===== config.mk =====
export PLATFORM = sky130hd
export DESIGN_NAME = fbx_exchange
export DESIGN_NICKNAME = d
export VERILOG_FILES = /design/src/hdl/fbx_pkg.sv /design/src/hdl/fbx_exchange.sv /design/src/hdl/fbx_status.sv /design/src/hdl/fbx_tick.sv
export VERILOG_INCLUDE_DIRS = /design/src /design/src/hdl
export SDC_FILE = /design/constraint.sdc
export NUM_CORES = 1
export LEC_CHECK = 0
export BUFFER_PORTS_ARGS = -buffer_cell sky130_fd_sc_hd__buf_4
export CORE_MARGIN = 4
export CORE_UTILIZATION = 55
export DETAILED_ROUTE_END_ITERATION = 8
export PLACE_DENSITY_LB_ADDON = 0.1
export SYNTH_ARGS = -nofsm -noshare
export SYNTH_HDL_FRONTEND = slang
export SYNTH_SLANG_ARGS = --single-unit

===== constraint.sdc =====
create_clock -name hclk -period 7.1 [get_ports hclk]
set_input_delay 0.71 -clock hclk [delete_from_list [all_inputs] [get_ports hclk]]
set_output_delay 0.71 -clock hclk [all_outputs]
set_load 0.1 [all_outputs]

===== src/hdl/fbx_params.svh =====
// constants of the fieldbus data exchange block
`ifndef FBX_PARAMS_SVH
`define FBX_PARAMS_SVH

// register byte offsets
`define FBX_OFF_CMD       12'h000
`define FBX_OFF_DATA      12'h004
`define FBX_OFF_CTRL      12'h008
`define FBX_OFF_SENSE     12'h00C
`define FBX_OFF_DELIV     12'h010
`define FBX_OFF_FWDREF    12'h014
`define FBX_OFF_RESP0     12'h018
`define FBX_OFF_RESP1     12'h01C
`define FBX_OFF_RESP2     12'h020
`define FBX_OFF_RESP3     12'h024
`define FBX_OFF_IRQ_STAT  12'h028
`define FBX_OFF_IRQ_MASK  12'h02C

// command codes
`define FBX_CMD_NULL      8'h00
`define FBX_CMD_CLEAR     8'h77

// status bit positions within the 16-bit status word
`define FBX_ST_MODE_LO    8
`define FBX_ST_MODE_HI    9
`define FBX_ST_SETPT      10
`define FBX_ST_EOL        12
`define FBX_ST_TOGGLE     13
`define FBX_ST_BUSFLT     14
`define FBX_ST_OVTEMP     1
`define FBX_ST_ILOCK      2
`define FBX_ST_PWRFAIL    3
`define FBX_ST_CONTACT    5
`define FBX_ST_OUTON      7

// refresh timing
`define FBX_CLK_HZ        25000000
`define FBX_SLOW_MS       100
`define FBX_FAST_MS       20
`define FBX_SLOW_CYC      (`FBX_CLK_HZ / 1000 * `FBX_SLOW_MS)
`define FBX_FAST_CYC      (`FBX_CLK_HZ / 1000 * `FBX_FAST_MS)

// interrupt status bits
`define FBX_IRQ_CMD       0
`define FBX_IRQ_FAULT     1
`define FBX_IRQ_REFRESH   2

`define FBX_RESET_WORD    32'h0000_0000
`endif


===== src/hdl/fbx_pkg.sv =====
// types shared by the fieldbus data exchange block
package fbx_pkg;
    typedef struct packed {
        logic [7:0] code;
        logic [23:0] data;
    } cmd_pkt_t;

    typedef struct packed {
        logic [15:0] status;
        logic [15:0] deliv;
        logic [15:0] fwd;
        logic [15:0] refl;
        logic [39:0] data;
        logic [7:0] defn;
    } resp_pkt_t;

    typedef struct packed {
        logic setpt_ok;
        logic target_life_ended;
        logic ovtemp;
        logic ilock_open;
        logic pwr_fail;
        logic contactor_open;
        logic output_on;
        logic bus_ctrl;
    } sense_t;

    typedef enum logic [2:0] {
        ST_IDLE = 3'b001,
        ST_RUN = 3'b010,
        ST_FAULT = 3'b100
    } flt_state_t;
endpackage


===== src/hdl/fbx_exchange.sv =====
// fieldbus slave data exchange: command intake, fault latch, response packet
//
// The register offsets and register access over AHB-Lite were decided locally.
`timescale 1ns/1ps
`include "fbx_params.svh"
module fbx_exchange #(
    parameter int unsigned SLOW_CYC = `FBX_SLOW_CYC,
    parameter int unsigned FAST_CYC = `FBX_FAST_CYC
) (
    // clock and reset
    input wire logic hclk,
    input wire logic hresetn,
    // ahb-lite slave
    input wire logic hsel,
    input wire logic [31:0] haddr,
    input wire logic [1:0] htrans,
    input wire logic hwrite,
    input wire logic [2:0] hsize,
    input wire logic [31:0] hwdata,
    input wire logic hready,
    output logic hreadyout,
    output logic hresp,
    output logic [31:0] hrdata,
    // device side
    input wire logic link_error,
    input wire logic link_ready,
    output logic output_enable,
    output logic bus_fault,
    output logic cmd_valid,
    output fbx_pkg::cmd_pkt_t cmd_out,
    output logic irq
);
    import fbx_pkg::*;

    // ------------------------------------------------------------
    // bus address phase capture
    // ------------------------------------------------------------
    logic ap_wr_q, ap_wr_d;
    // reads decode in the address phase so hrdata already stands in the data phase
    logic rd_take;
    logic [11:0] ap_addr_q, ap_addr_d;

    always_comb
    begin
        ap_wr_d = hsel && hready && htrans[1] && hwrite;
        rd_take = hsel && hready && htrans[1] && !hwrite;
        ap_addr_d = (hsel && hready) ? haddr[11:0] : ap_addr_q;
    end

    always_ff @(posedge hclk or negedge hresetn)
    begin
        if (!hresetn)
        begin
            ap_wr_q <= 1'b0;
            ap_addr_q <= 12'h000;
        end
        else
        begin
            ap_wr_q <= ap_wr_d;
            ap_addr_q <= ap_addr_d;
        end
    end

    // ------------------------------------------------------------
    // software registers
    // ------------------------------------------------------------
    // data is staged first; writing a non-null code to the code register launches the packet
    logic [23:0] data_q, data_d;
    logic [7:0] sense_q, sense_d;
    logic [15:0] deliv_q, deliv_d;
    logic [31:0] fwdref_q, fwdref_d;
    logic [2:0] mask_q, mask_d;
    logic cmd_wr;
    logic [7:0] cmd_code;

    always_comb
    begin
        data_d = data_q;
        sense_d = sense_q;
        deliv_d = deliv_q;
        fwdref_d = fwdref_q;
        mask_d = mask_q;
        cmd_wr = 1'b0;
        cmd_code = hwdata[7:0];
        if (ap_wr_q)
        begin
            case (ap_addr_q)
                `FBX_OFF_CMD: cmd_wr = 1'b1;
                `FBX_OFF_DATA: data_d = hwdata[23:0];
                `FBX_OFF_SENSE: sense_d = hwdata[7:0];
                `FBX_OFF_DELIV: deliv_d = hwdata[15:0];
                `FBX_OFF_FWDREF: fwdref_d = hwdata;
                `FBX_OFF_IRQ_MASK: mask_d = hwdata[2:0];
                default: ;
            endcase
        end
    end

    always_ff @(posedge hclk or negedge hresetn)
    begin
        if (!hresetn)
        begin
            data_q <= 24'h00_0000;
            sense_q <= 8'h00;
            deliv_q <= 16'h0000;
            fwdref_q <= 32'h0000_0000;
            mask_q <= 3'h0;
        end
        else
        begin
            data_q <= data_d;
            sense_q <= sense_d;
            deliv_q <= deliv_d;
            fwdref_q <= fwdref_d;
            mask_q <= mask_d;
        end
    end

    // ------------------------------------------------------------
    // command intake and fault latch
    // ------------------------------------------------------------
    flt_state_t st_q, st_d;
    logic cmd_valid_d;
    cmd_pkt_t cmd_out_d;
    logic [7:0] last_cmd_q, last_cmd_d;
    logic live_cmd;
    logic clear_cmd;

    always_comb
    begin
        live_cmd = cmd_wr && (cmd_code != `FBX_CMD_NULL);
        clear_cmd = live_cmd && (cmd_code == `FBX_CMD_CLEAR);
        cmd_valid_d = live_cmd;
        cmd_out_d = live_cmd ? {cmd_code, data_q} : cmd_out;
        last_cmd_d = live_cmd ? cmd_code : last_cmd_q;
        st_d = st_q;
        case (st_q)
            ST_IDLE: if (link_ready) st_d = ST_RUN;
            ST_RUN: if (link_error) st_d = ST_FAULT;
            // a fresh error in the clear cycle keeps the fault set
            ST_FAULT: if (clear_cmd && !link_error) st_d = ST_RUN;
            default: st_d = ST_IDLE;
        endcase
        if (st_q == ST_IDLE && link_error)
        begin
            st_d = ST_FAULT;
        end
    end

    always_ff @(posedge hclk or negedge hresetn)
    begin
        if (!hresetn)
        begin
            st_q <= ST_IDLE;
            cmd_valid <= 1'b0;
            cmd_out <= '0;
            last_cmd_q <= 8'h00;
            output_enable <= 1'b0;
            bus_fault <= 1'b0;
        end
        else
        begin
            st_q <= st_d;
            cmd_valid <= cmd_valid_d;
            cmd_out <= cmd_out_d;
            last_cmd_q <= last_cmd_d;
            output_enable <= (st_d == ST_RUN);
            bus_fault <= (st_d == ST_FAULT);
        end
    end

    // ------------------------------------------------------------
    // response refresh
    // ------------------------------------------------------------
    logic slow_tick, fast_tick;

    fbx_tick #(.PERIOD(SLOW_CYC)) u_slow (
        .hclk(hclk),
        .hresetn(hresetn),
        .tick(slow_tick)
    );

    fbx_tick #(.PERIOD(FAST_CYC)) u_fast (
        .hclk(hclk),
        .hresetn(hresetn),
        .tick(fast_tick)
    );

    logic toggle_q, toggle_d;
    logic [15:0] status_now;
    sense_t sense_live;
    resp_pkt_t resp_q, resp_d;

    always_comb
    begin
        sense_live = sense_q;
        // toggle freezes while the link is down or faulted
        toggle_d = toggle_q ^ (slow_tick && st_q == ST_RUN);
    end

    fbx_status u_status (
        .sense(sense_live),
        .toggle(toggle_q),
        .bus_fault(bus_fault),
        .word(status_now)
    );

    always_comb
    begin
        resp_d = resp_q;
        if (slow_tick)
        begin
            // whole word captured in one cycle; between captures a fast tick refreshes output_on alone
            resp_d.status = status_now;
            resp_d.deliv = deliv_q;
            resp_d.fwd = fwdref_q[15:0];
            resp_d.refl = fwdref_q[31:16];
            resp_d.data = {16'h0000, data_q};
            resp_d.defn = last_cmd_q;
        end
        else if (fast_tick)
        begin
            resp_d.status[`FBX_ST_OUTON] = status_now[`FBX_ST_OUTON];
        end
    end

    always_ff @(posedge hclk or negedge hresetn)
    begin
        if (!hresetn)
        begin
            toggle_q <= 1'b0;
            resp_q <= '0;
        end
        else
        begin
            toggle_q <= toggle_d;
            resp_q <= resp_d;
        end
    end

    // ------------------------------------------------------------
    // interrupts and read data
    // ------------------------------------------------------------
    logic [2:0] ist_q, ist_d;
    logic [31:0] rdata_d;
    logic [2:0] ev;

    always_comb
    begin
        ev = 3'h0;
        ev[`FBX_IRQ_CMD] = live_cmd;
        ev[`FBX_IRQ_FAULT] = (st_d == ST_FAULT) && (st_q != ST_FAULT);
        ev[`FBX_IRQ_REFRESH] = slow_tick;
        rdata_d = `FBX_RESET_WORD;
        ist_d = ist_q;
        if (rd_take)
        begin
            // next values forward a write whose data phase shares this cycle
            case (haddr[11:0])
                `FBX_OFF_CMD: rdata_d = {24'h00_0000, last_cmd_d};
                `FBX_OFF_DATA: rdata_d = {8'h00, data_d};
                `FBX_OFF_CTRL: rdata_d = {29'h0, toggle_q, bus_fault, output_enable};
                `FBX_OFF_SENSE: rdata_d = {24'h00_0000, sense_d};
                `FBX_OFF_DELIV: rdata_d = {16'h0000, deliv_d};
                `FBX_OFF_FWDREF: rdata_d = fwdref_d;
                // packet byte n in lane n % 4; first status byte is bits 15:8
                `FBX_OFF_RESP0: rdata_d = {resp_q.deliv, resp_q.status[7:0],
                    resp_q.status[15:8]};
                `FBX_OFF_RESP1: rdata_d = {resp_q.refl, resp_q.fwd};
                `FBX_OFF_RESP2: rdata_d = resp_q.data[31:0];
                `FBX_OFF_RESP3: rdata_d = {16'h0000, resp_q.defn, resp_q.data[39:32]};
                `FBX_OFF_IRQ_STAT:
                begin
                    rdata_d = {29'h0, ist_q};
                    ist_d = 3'h0;
                end
                `FBX_OFF_IRQ_MASK: rdata_d = {29'h0, mask_d};
                default: rdata_d = `FBX_RESET_WORD;
            endcase
        end
        ist_d = ist_d | ev;
    end

    always_ff @(posedge hclk or negedge hresetn)
    begin
        if (!hresetn)
        begin
            ist_q <= 3'h0;
            hrdata <= 32'h0000_0000;
            irq <= 1'b0;
        end
        else
        begin
            ist_q <= ist_d;
            hrdata <= rdata_d;
            irq <= |(ist_d & mask_q);
        end
    end

    always_comb
    begin
        hreadyout = 1'b1;
        hresp = 1'b0;
    end
endmodule


===== src/hdl/fbx_status.sv =====
// assembles the 16-bit status word with reserved bits forced to zero
`timescale 1ns/1ps
`include "fbx_params.svh"
module fbx_status (
    // inputs
    input wire fbx_pkg::sense_t sense,
    input wire logic toggle,
    input wire logic bus_fault,
    // word out
    output logic [15:0] word
);
    import fbx_pkg::*;

    always_comb
    begin
        word = 16'h0000;
        word[`FBX_ST_MODE_HI] = sense.bus_ctrl;
        word[`FBX_ST_MODE_LO] = 1'b0;
        word[`FBX_ST_SETPT] = sense.setpt_ok;
        word[`FBX_ST_EOL] = sense.target_life_ended;
        word[`FBX_ST_TOGGLE] = toggle;
        word[`FBX_ST_BUSFLT] = bus_fault;
        word[`FBX_ST_OVTEMP] = sense.ovtemp;
        word[`FBX_ST_ILOCK] = sense.ilock_open;
        word[`FBX_ST_PWRFAIL] = sense.pwr_fail;
        word[`FBX_ST_CONTACT] = sense.contactor_open;
        word[`FBX_ST_OUTON] = sense.output_on;
    end
endmodule


===== src/hdl/fbx_tick.sv =====
// free-running period counter giving a one-cycle tick
`timescale 1ns/1ps
`include "fbx_params.svh"
module fbx_tick #(
    parameter int unsigned PERIOD = 100
) (
    // clock and reset
    input wire logic hclk,
    input wire logic hresetn,
    // tick out
    output logic tick
);
    logic [31:0] cnt_q;
    logic [31:0] cnt_d;
    logic tick_d;

    always_comb
    begin
        tick_d = (cnt_q == 32'(PERIOD - 1));
        cnt_d = tick_d ? 32'h0000_0000 : cnt_q + 32'h0000_0001;
    end

    always_ff @(posedge hclk or negedge hresetn)
    begin
        if (!hresetn)
        begin
            cnt_q <= 32'h0000_0000;
            tick <= 1'b0;
        end
        else
        begin
            cnt_q <= cnt_d;
            tick <= tick_d;
        end
    end
endmodule


==> summary.md, run 1 <==
| Metric | Value |
|---|---|
| Fillers | around 2,000 |
| Minimum clock period after layout | 3.85 ns |
| Internal | 3160 uW |
| IO Pins | between 100 and 150 |
| Switch share | 22.5% |
| TritonCTS Buffers | 36 |
| Maximum clock rate | 0.260 GHz |
| Starting Density | 56.2% |
| Sw Pwr | just over 900 uW |
| Site Rows | 58 |
| Terminus of the critical flop-to-flop path | hrdata[10] |
| Syn. warnings | 0 |
| Worst skew pair latency | 0.51 ns |
| Clk network pwr share | 45.4% |
| Sum Neg Setup Slack | 0 ns |
| Post-DP HPWL | approximately 22 mm |
| Reg2Reg Depth | 7 |
| Fin crit share | 54.2% |
| Width of the die | 169 um |
| All-Layer GR Usage | 24.0% |
| Syn Nets | 1,254 |
| DRC viols | 0 |
| CP arrival | 4.29 ns |
| Worst-case clock skew | 0.0188 ns |
| Sequential element share of the synthesized area | 58.7% |
| RSZ-0062 raised after global routing | false |
| Slew Viols, Final | 0 |
| Area grow syn2layout | 16.8% |
| Mapped Area | ~0.014 sq mm |
| Syn avg cell area | 12.1 sq um |
| Vias in the first global route | 9,998 |
| # setup viols final | 0 |
| HP Class | in -> async |
| CTS resizes | 0 |
| CTS Hold Bufs | 0 |
| Nets | 1,368 |
| Final wirelength | 33.8 mm |
| Via/cell ratio | 5.81 |
| CP Data Required Time | 7.54 ns |
| Largest net degree at the start of global routing | 171 |
| LEAKAGE | 0.00793 uW |
| R2R Setup Slk | 3.76 ns |
| Worst setup EP type | register |
| Diodes inserted | 0 |
| Top FF cell, synth | dfrtp_1 |
| CTS Buffer Depth | 3 |
| Clock root cell | clkbuf_16 |
| Slew HR | 23.2% |
| Vias | 9,538 |
| Sequential share of power | 49.0% |
| Critical path class | in -> reg |
| H-tree depth | 2 |
| Pwr dens | 244 mW/mm^2 |
| Wire length of the first global-routing pass | 54.6 mm |
| Core area | 0.0254 sq mm |
| Status | finished clean |
| Final Hold Viols | 0 |
| Combinational share of power | 5.6% |
| Clock transition at the registers of the reported paths | 0.06 ns |
| CP Max Fanout | 26 |
| Max-Cap Viols | 0 |
| Share of cells above drive strength 1 | 28.5% |
| Die extent in y | 169 um |
| Routed Antenna Nets | 0 |
| Worst-margin pin slew | 1.14 ns |
| EDFF count, synth | 0 |
| Pre-Repair DR Iteration Count | 6 |
| Peak VDD IR | 0.212 mV |
| Setup bufs post-CTS | 0 |
| Critical path startpoint category | input port |
| PortBufs | 119 |
| Hold WS | 0.275 ns |
| Remaining global-route overflow | 0 |
| R2r startpoint | ap_addr_q[10] |
| Routed length per instance | 20.6 um |
| Post-synthesis async set-or-reset flop share | between 90% and 100% |
| Number of synthesized register bits | 335 |
| Die ar. | roughly 0.029 sq mm |
| Initial DRC count | 796 |
| CTS tree | yes |
| Clock Sinks | 335 |
| Synth unique cells | 60 |
| Gate Count Post-Synth | 1,176 |
| Gpl congestion | around 0.81 |
| Initial antenna violation count | 0 |
## state kept, by name, indices dropped and copies added, names as in the netlist, 3 cells and up
signal	cells
ap_addr_q	12
cmd_out	32
data_q	24
deliv_q	16
fwdref_q	32
hrdata	32
ist_q	3
last_cmd_q	8
mask_q	3
resp_q	90
sense_live	8
st_q	3
u_fast.cnt_q	32
u_slow.cnt_q	32
## critical path: stages
cell and delay (ns):
buf_4 0.11, or4_4 0.56, or3_1 0.33, buf_4 0.26
nor2_1 0.82, and2_1 1.02, a32o_1 0.28, o41a_1 0.18
## cell usage after synthesis (3+ instances only)
cell type  count  area share [%]
xor2_1        19             1.2
inv_1          7            0.18
o41a_1         6            0.47
clkbuf_1      47             1.2
and2_1        19            0.83
o22ai_1        5            0.22
mux2_2       175              14
nor3_1         9            0.32
a221o_1        4            0.28
nor2_1        49             1.3
and3_1        14            0.61
a32o_1        16             1.1
a21oi_1       23            0.81
and4_1         6            0.37
xnor2_1       42             2.6
a222oi_1       3            0.21
mux2i_1       15             1.1
or3_1          4            0.18
a311o_1        8            0.56
nand2_1      179             4.7
a22oi_1       14            0.74
nor4_1        13            0.57
o21ai_0        5            0.18
dfrtp_1      334              59
a21o_1         3            0.16
nand3_1       31             1.1
buf_1          4            0.11
buf_2          4            0.14
nor2b_1       20            0.88
o2bb2ai_1      4            0.25
nand3b_1       3            0.16
o31a_1        10            0.61
a22o_1        11            0.67
nand4_1       17            0.74
o21a_1        16            0.84
nor4b_1        3            0.18
## worst max-delay path by stage
stage / startpoint / endpoint / depth (start not counted)
finish: haddr[1] / hrdata[4] / 8
global route: haddr[1] / hrdata[4] / 8
CTS: haddr[1] / hrdata[4] / 8
detailed placement: haddr[1] / hrdata[4] / 8
global placement: haddr[1] / hrdata[5] / 8
floorplan: haddr[1] / irq / 7
## placed cells by master, fill, tap and decap left out, types with 8 or more instances in the layout
| master | n |
|---|---|
| a22o_1 | 11 |
| mux2i_1 | 15 |
| o21a_1 | 16 |
| and3_1 | 14 |
| o31a_1 | 10 |
| clkbuf_16 | 37 |
| nand3_1 | 31 |
| a311o_1 | 8 |
| mux2_2 | 175 |
| nor4_1 | 12 |
| nand4_1 | 17 |
| xor2_1 | 19 |
| a22oi_1 | 14 |
| a21oi_1 | 23 |
| a32o_1 | 16 |
| buf_4 | 131 |
| dfrtp_1 | 333 |
| nor2_1 | 49 |
| nor3_1 | 8 |
| nand2_1 | 178 |
| and2_1 | 20 |
| nor2b_1 | 20 |
| xnor2_1 | 42 |
## power groups by stage
stage,clock network [uW],logic [uW],registers [uW]
after floorplan,0,85.7,2060
after global placement,0,228,2030
after detailed placement,0,231,2030
after CTS,1890,232,1990
after global routing,1960,250,2000
final,1850,228,1990
## through the flow
stage / total power [uW] / worst slack (ns) / util [%] / cells / instance area (sq um)
floorplan: 2150 / 4.17 / - / 1176 / 14300
global placement: 2250 / 2.86 / 61.1 / 1582 / 15500
detailed placement: 2260 / 2.79 / 61.1 / 1582 / 15500
CTS: 4110 / 3.30 / 65.7 / 1641 / 16700
global route: 4210 / 3.17 / 65.7 / 1641 / 16700
finish: 4070 / 3.25 / 65.7 / 1641 / 16700
## metal layers
metal / wire, um / up-vias / GRT usage, %
met2: 16400 / 253 / 39.6
met3: 1840 / 64 / 3.96
met1: 14700 / 4826 / 33.1
met5: 0 / - / 0
met4: 835 / 0 / 7.39
li1: - / 4395 / -
## cell families (layout without fill, tap and decap cells)
logic type,count (synthesis),in the layout,synth area share [%]
simple gates,385,385,13.0
compound gates,137,137,7.66
xor+xnor,61,61,3.74
flops,335,335,58.7
mux,190,190,14.9
other cells,2,2,0.0526
fa+ha+maj,2,2,0.175
buf+inv,64,199,1.77
## area by class of cell
class,count,area (sq um),area share (%)
clock inverters,9,125,0.750
inverters,7,26.3,0.158
well taps,330,413,2.48
multi-input cells,777,5680,34.0
flip-flops and latches,335,8390,50.3
clock buffers,50,1030,6.20
repair buffers,133,1020,6.11
(Power assumes the default switching activity.)
==> inputs of run 2 (changes only) <==
clock period = 3.7 ns   (was 7.1 ns; I/O delays follow)
==> summary.md, run 2 (synthesis gave the netlist of run 1 again) <==
| Metric | Value |
|---|---|
| R2R Setup Slk | 1.01 ns (-2.75 ns) |
| Share of cells above drive strength 1 | 29.2% (+0.72 points) |
| Terminus of the critical flop-to-flop path | hrdata[1] |
| Top Metal Used | met4 |
| Via/cell ratio | 5.82 (about the same) |
| R2r startpoint | ap_addr_q[9] |
| Worst setup path start | ap_addr_q[9] |
| Maximum clock rate | 0.371 GHz |
| Pre-Repair DR Iteration Count | 5 (-1) |
| Worst-case clock skew | 0.0214 ns (+0.00265 ns) |
| Width of the die | 169 um (unchanged) |
| Remaining global-route overflow | 0 (unchanged) |
| LEAKAGE | 0.00804 uW (+1.3%) |
| Final core utilization | 66.4% (+0.76 points) |
| Nets | 1,382 (+1.0%) |
| IO Pins | 146 (unchanged) |
| Die ar. | 0.0286 sq mm (unchanged) |
| Storage cell area | 0.00839 sq mm (unchanged) |
| Peak VDD IR | 0.488 mV (+130%) |
| CP Data Required Time | 4.07 ns (-3.47 ns) |
| Wire length of the first global-routing pass | 54.8 mm (+0.44%) |
| Max-Cap Viols | 0 (unchanged) |
| WL met1 | 14.8 mm (+0.12%) |
| Vias | 9,658 (+1.3%) |
| Initial DRC count | 726 (-8.8%) |
| Clock root cell | clkbuf_16 |
| Critical path startpoint category | register |
| Hold worst-path end | fwdref_q[21] |
| Post-DP HPWL | 22.1 mm (+2.1%) |
| RSZ-0062 raised after global routing | false |
| Routed Antenna Nets | 0 (unchanged) |
| CTS resizes | 0 (unchanged) |
| H-tree depth | 2 (unchanged) |
| Largest Register | resp_q |
| Pwr dens | 470 mW/mm^2 (+93%) |
| Gpl congestion | 0.819 (+1.1%) |
| Met3 wire length | 1.89 mm (+2.9%) |
| CTS Buffer Depth | 3 (unchanged) |
| Combined area of the multi-input logic cells | 0.00566 sq mm (-0.22%) |
| Core area | 0.0254 sq mm (unchanged) |
| Minimum clock period after layout | between 2 and 3 ns |
| Routed length per instance | 20.4 um (-1.0%) |
| Max reg flops | 90 (unchanged) |
| Area grow syn2layout | 18.2% |
| Setup bufs post-CTS | 0 (unchanged) |
| Starting Density | 56.2% (unchanged) |
| Reg2Reg Depth | 7 (unchanged) |
| CTS tree | yes |
| Slew HR | 21.7% (-1.5 points) |
| All-Layer GR Usage | 23.9% (-0.061 points) |
| Fin crit share | 72.8% |
| # setup viols final | 0 (unchanged) |
| Initial antenna violation count | 0 (unchanged) |
| CTS Hold Bufs | 1 (+1) |
| Final Hold Viols | 0 (unchanged) |
| Critical path class | reg -> reg |
| Diodes inserted | 0 (unchanged) |
| Clock transition at the registers of the reported paths | 0.06 ns (about the same) |
| Power Total | 7930 uW (+95%) |
| Worst skew pair latency | 0.51 ns (about the same) |
| CP arrival | 3.06 ns (-1.23 ns) |
| Final wirelength | 33.8 mm (+0.14%) |
| HP Class | in -> reg |
| Largest net degree at the start of global routing | 114 (-33%) |
| Routed wl met2 | 16.3 mm (-0.30%) |
| Vias in the first global route | 10,041 (+0.43%) |
| TritonCTS Buffers | 36 (unchanged) |
| Worst setup EP type | register |
| DRC viols | 0 (unchanged) |
| Worst-margin pin slew | 1.17 ns (+0.0224 ns) |
| Status | finished clean |
| Die extent in y | 169 um (unchanged) |
| PortBufs | 119 (unchanged) |
| CP Max Fanout | 16 (-38%) |
| Hold Path Depth | 3 |
| Hold wc startpoint | hwdata[21] |
| Commonest non-fill, non-tap cell in the layout | dfrtp_1 |
| Sum Neg Setup Slack | 0 ns (unchanged) |
| Commonest non-fill, non-tap cells in the layout | dfrtp_1, nand2_1, mux2_2 |
| Fillers | 1,955 (-2.0%) |
| Slew Viols, Final | 0 (unchanged) |
| Site Rows | 58 (unchanged) |
| Clock Sinks | 335 (unchanged) |
[run 2: cell types whose count changed in the layout (fill, tap and decap cells not counted), sizes merged]
cell,change
dlygate4sd3,+1
clkinvlp,-2
clkbuf,+8
clkinv,-1
buf,+13
[run 2: worst max-delay path by stage]
stage | endpoint | slack (ns) | cells past startpoint
5_1_grt | hrdata[7] | 0.87 | 7
4_1_cts | hrdata[3] | 0.99 | 7
3_5_place_dp | hrdata[8] | 0.74 | 9
2_1_floorplan | irq | 1.11 | 7
6_report | hrdata[1] | 1.01 | 7
3_3_place_gp | hrdata[12] | 0.75 | 9
[run 2: through the flow]
stage | cells | instance area (sq um) | setup WS (ns) | hold slack [ns]
after global placement | 1595 | 15600 | 0.751 | 0.446
after detailed placement | 1595 | 15600 | 0.738 | 0.459
final | 1660 | 16900 | 1.01 | 0.0990
after floorplan | 1176 | 14300 | 1.11 | 0.0744
after global routing | 1660 | 16900 | 0.870 | 0.105
after CTS | 1660 | 16900 | 0.988 | 0.0814
[run 2: where the power goes]
part           internal, uW  switching, uW
clock network          2260           1390
logic                   155            295
registers              3760           74.1
[run 2: final cells by class]
class	count	share of cell area, %
Clock buffer	58	6.61
Clock inverter	6	0.623
Inverter	7	0.156
Multi-Input combinational cell	777	33.6
Sequential cell	335	49.7
Tap cell	330	2.45
Timing Repair Buffer	147	6.90
[run 2: worst max-delay path, cell delays in order (launching register included)]
cell      delay, ns
dfrtp_1        0.37
nor3_1         0.35
and4b_1        0.49
nand3b_1       0.11
buf_4          0.24
mux2_2         0.31
a32o_1         0.22
o41a_1         0.46
[run 2: routing by layer]
layer	vias up	GRT usage (%)
met4	0	7.21
li1	4443	-
met1	4848	33.5
met2	302	39.3
met3	65	3.59
met5	-	0
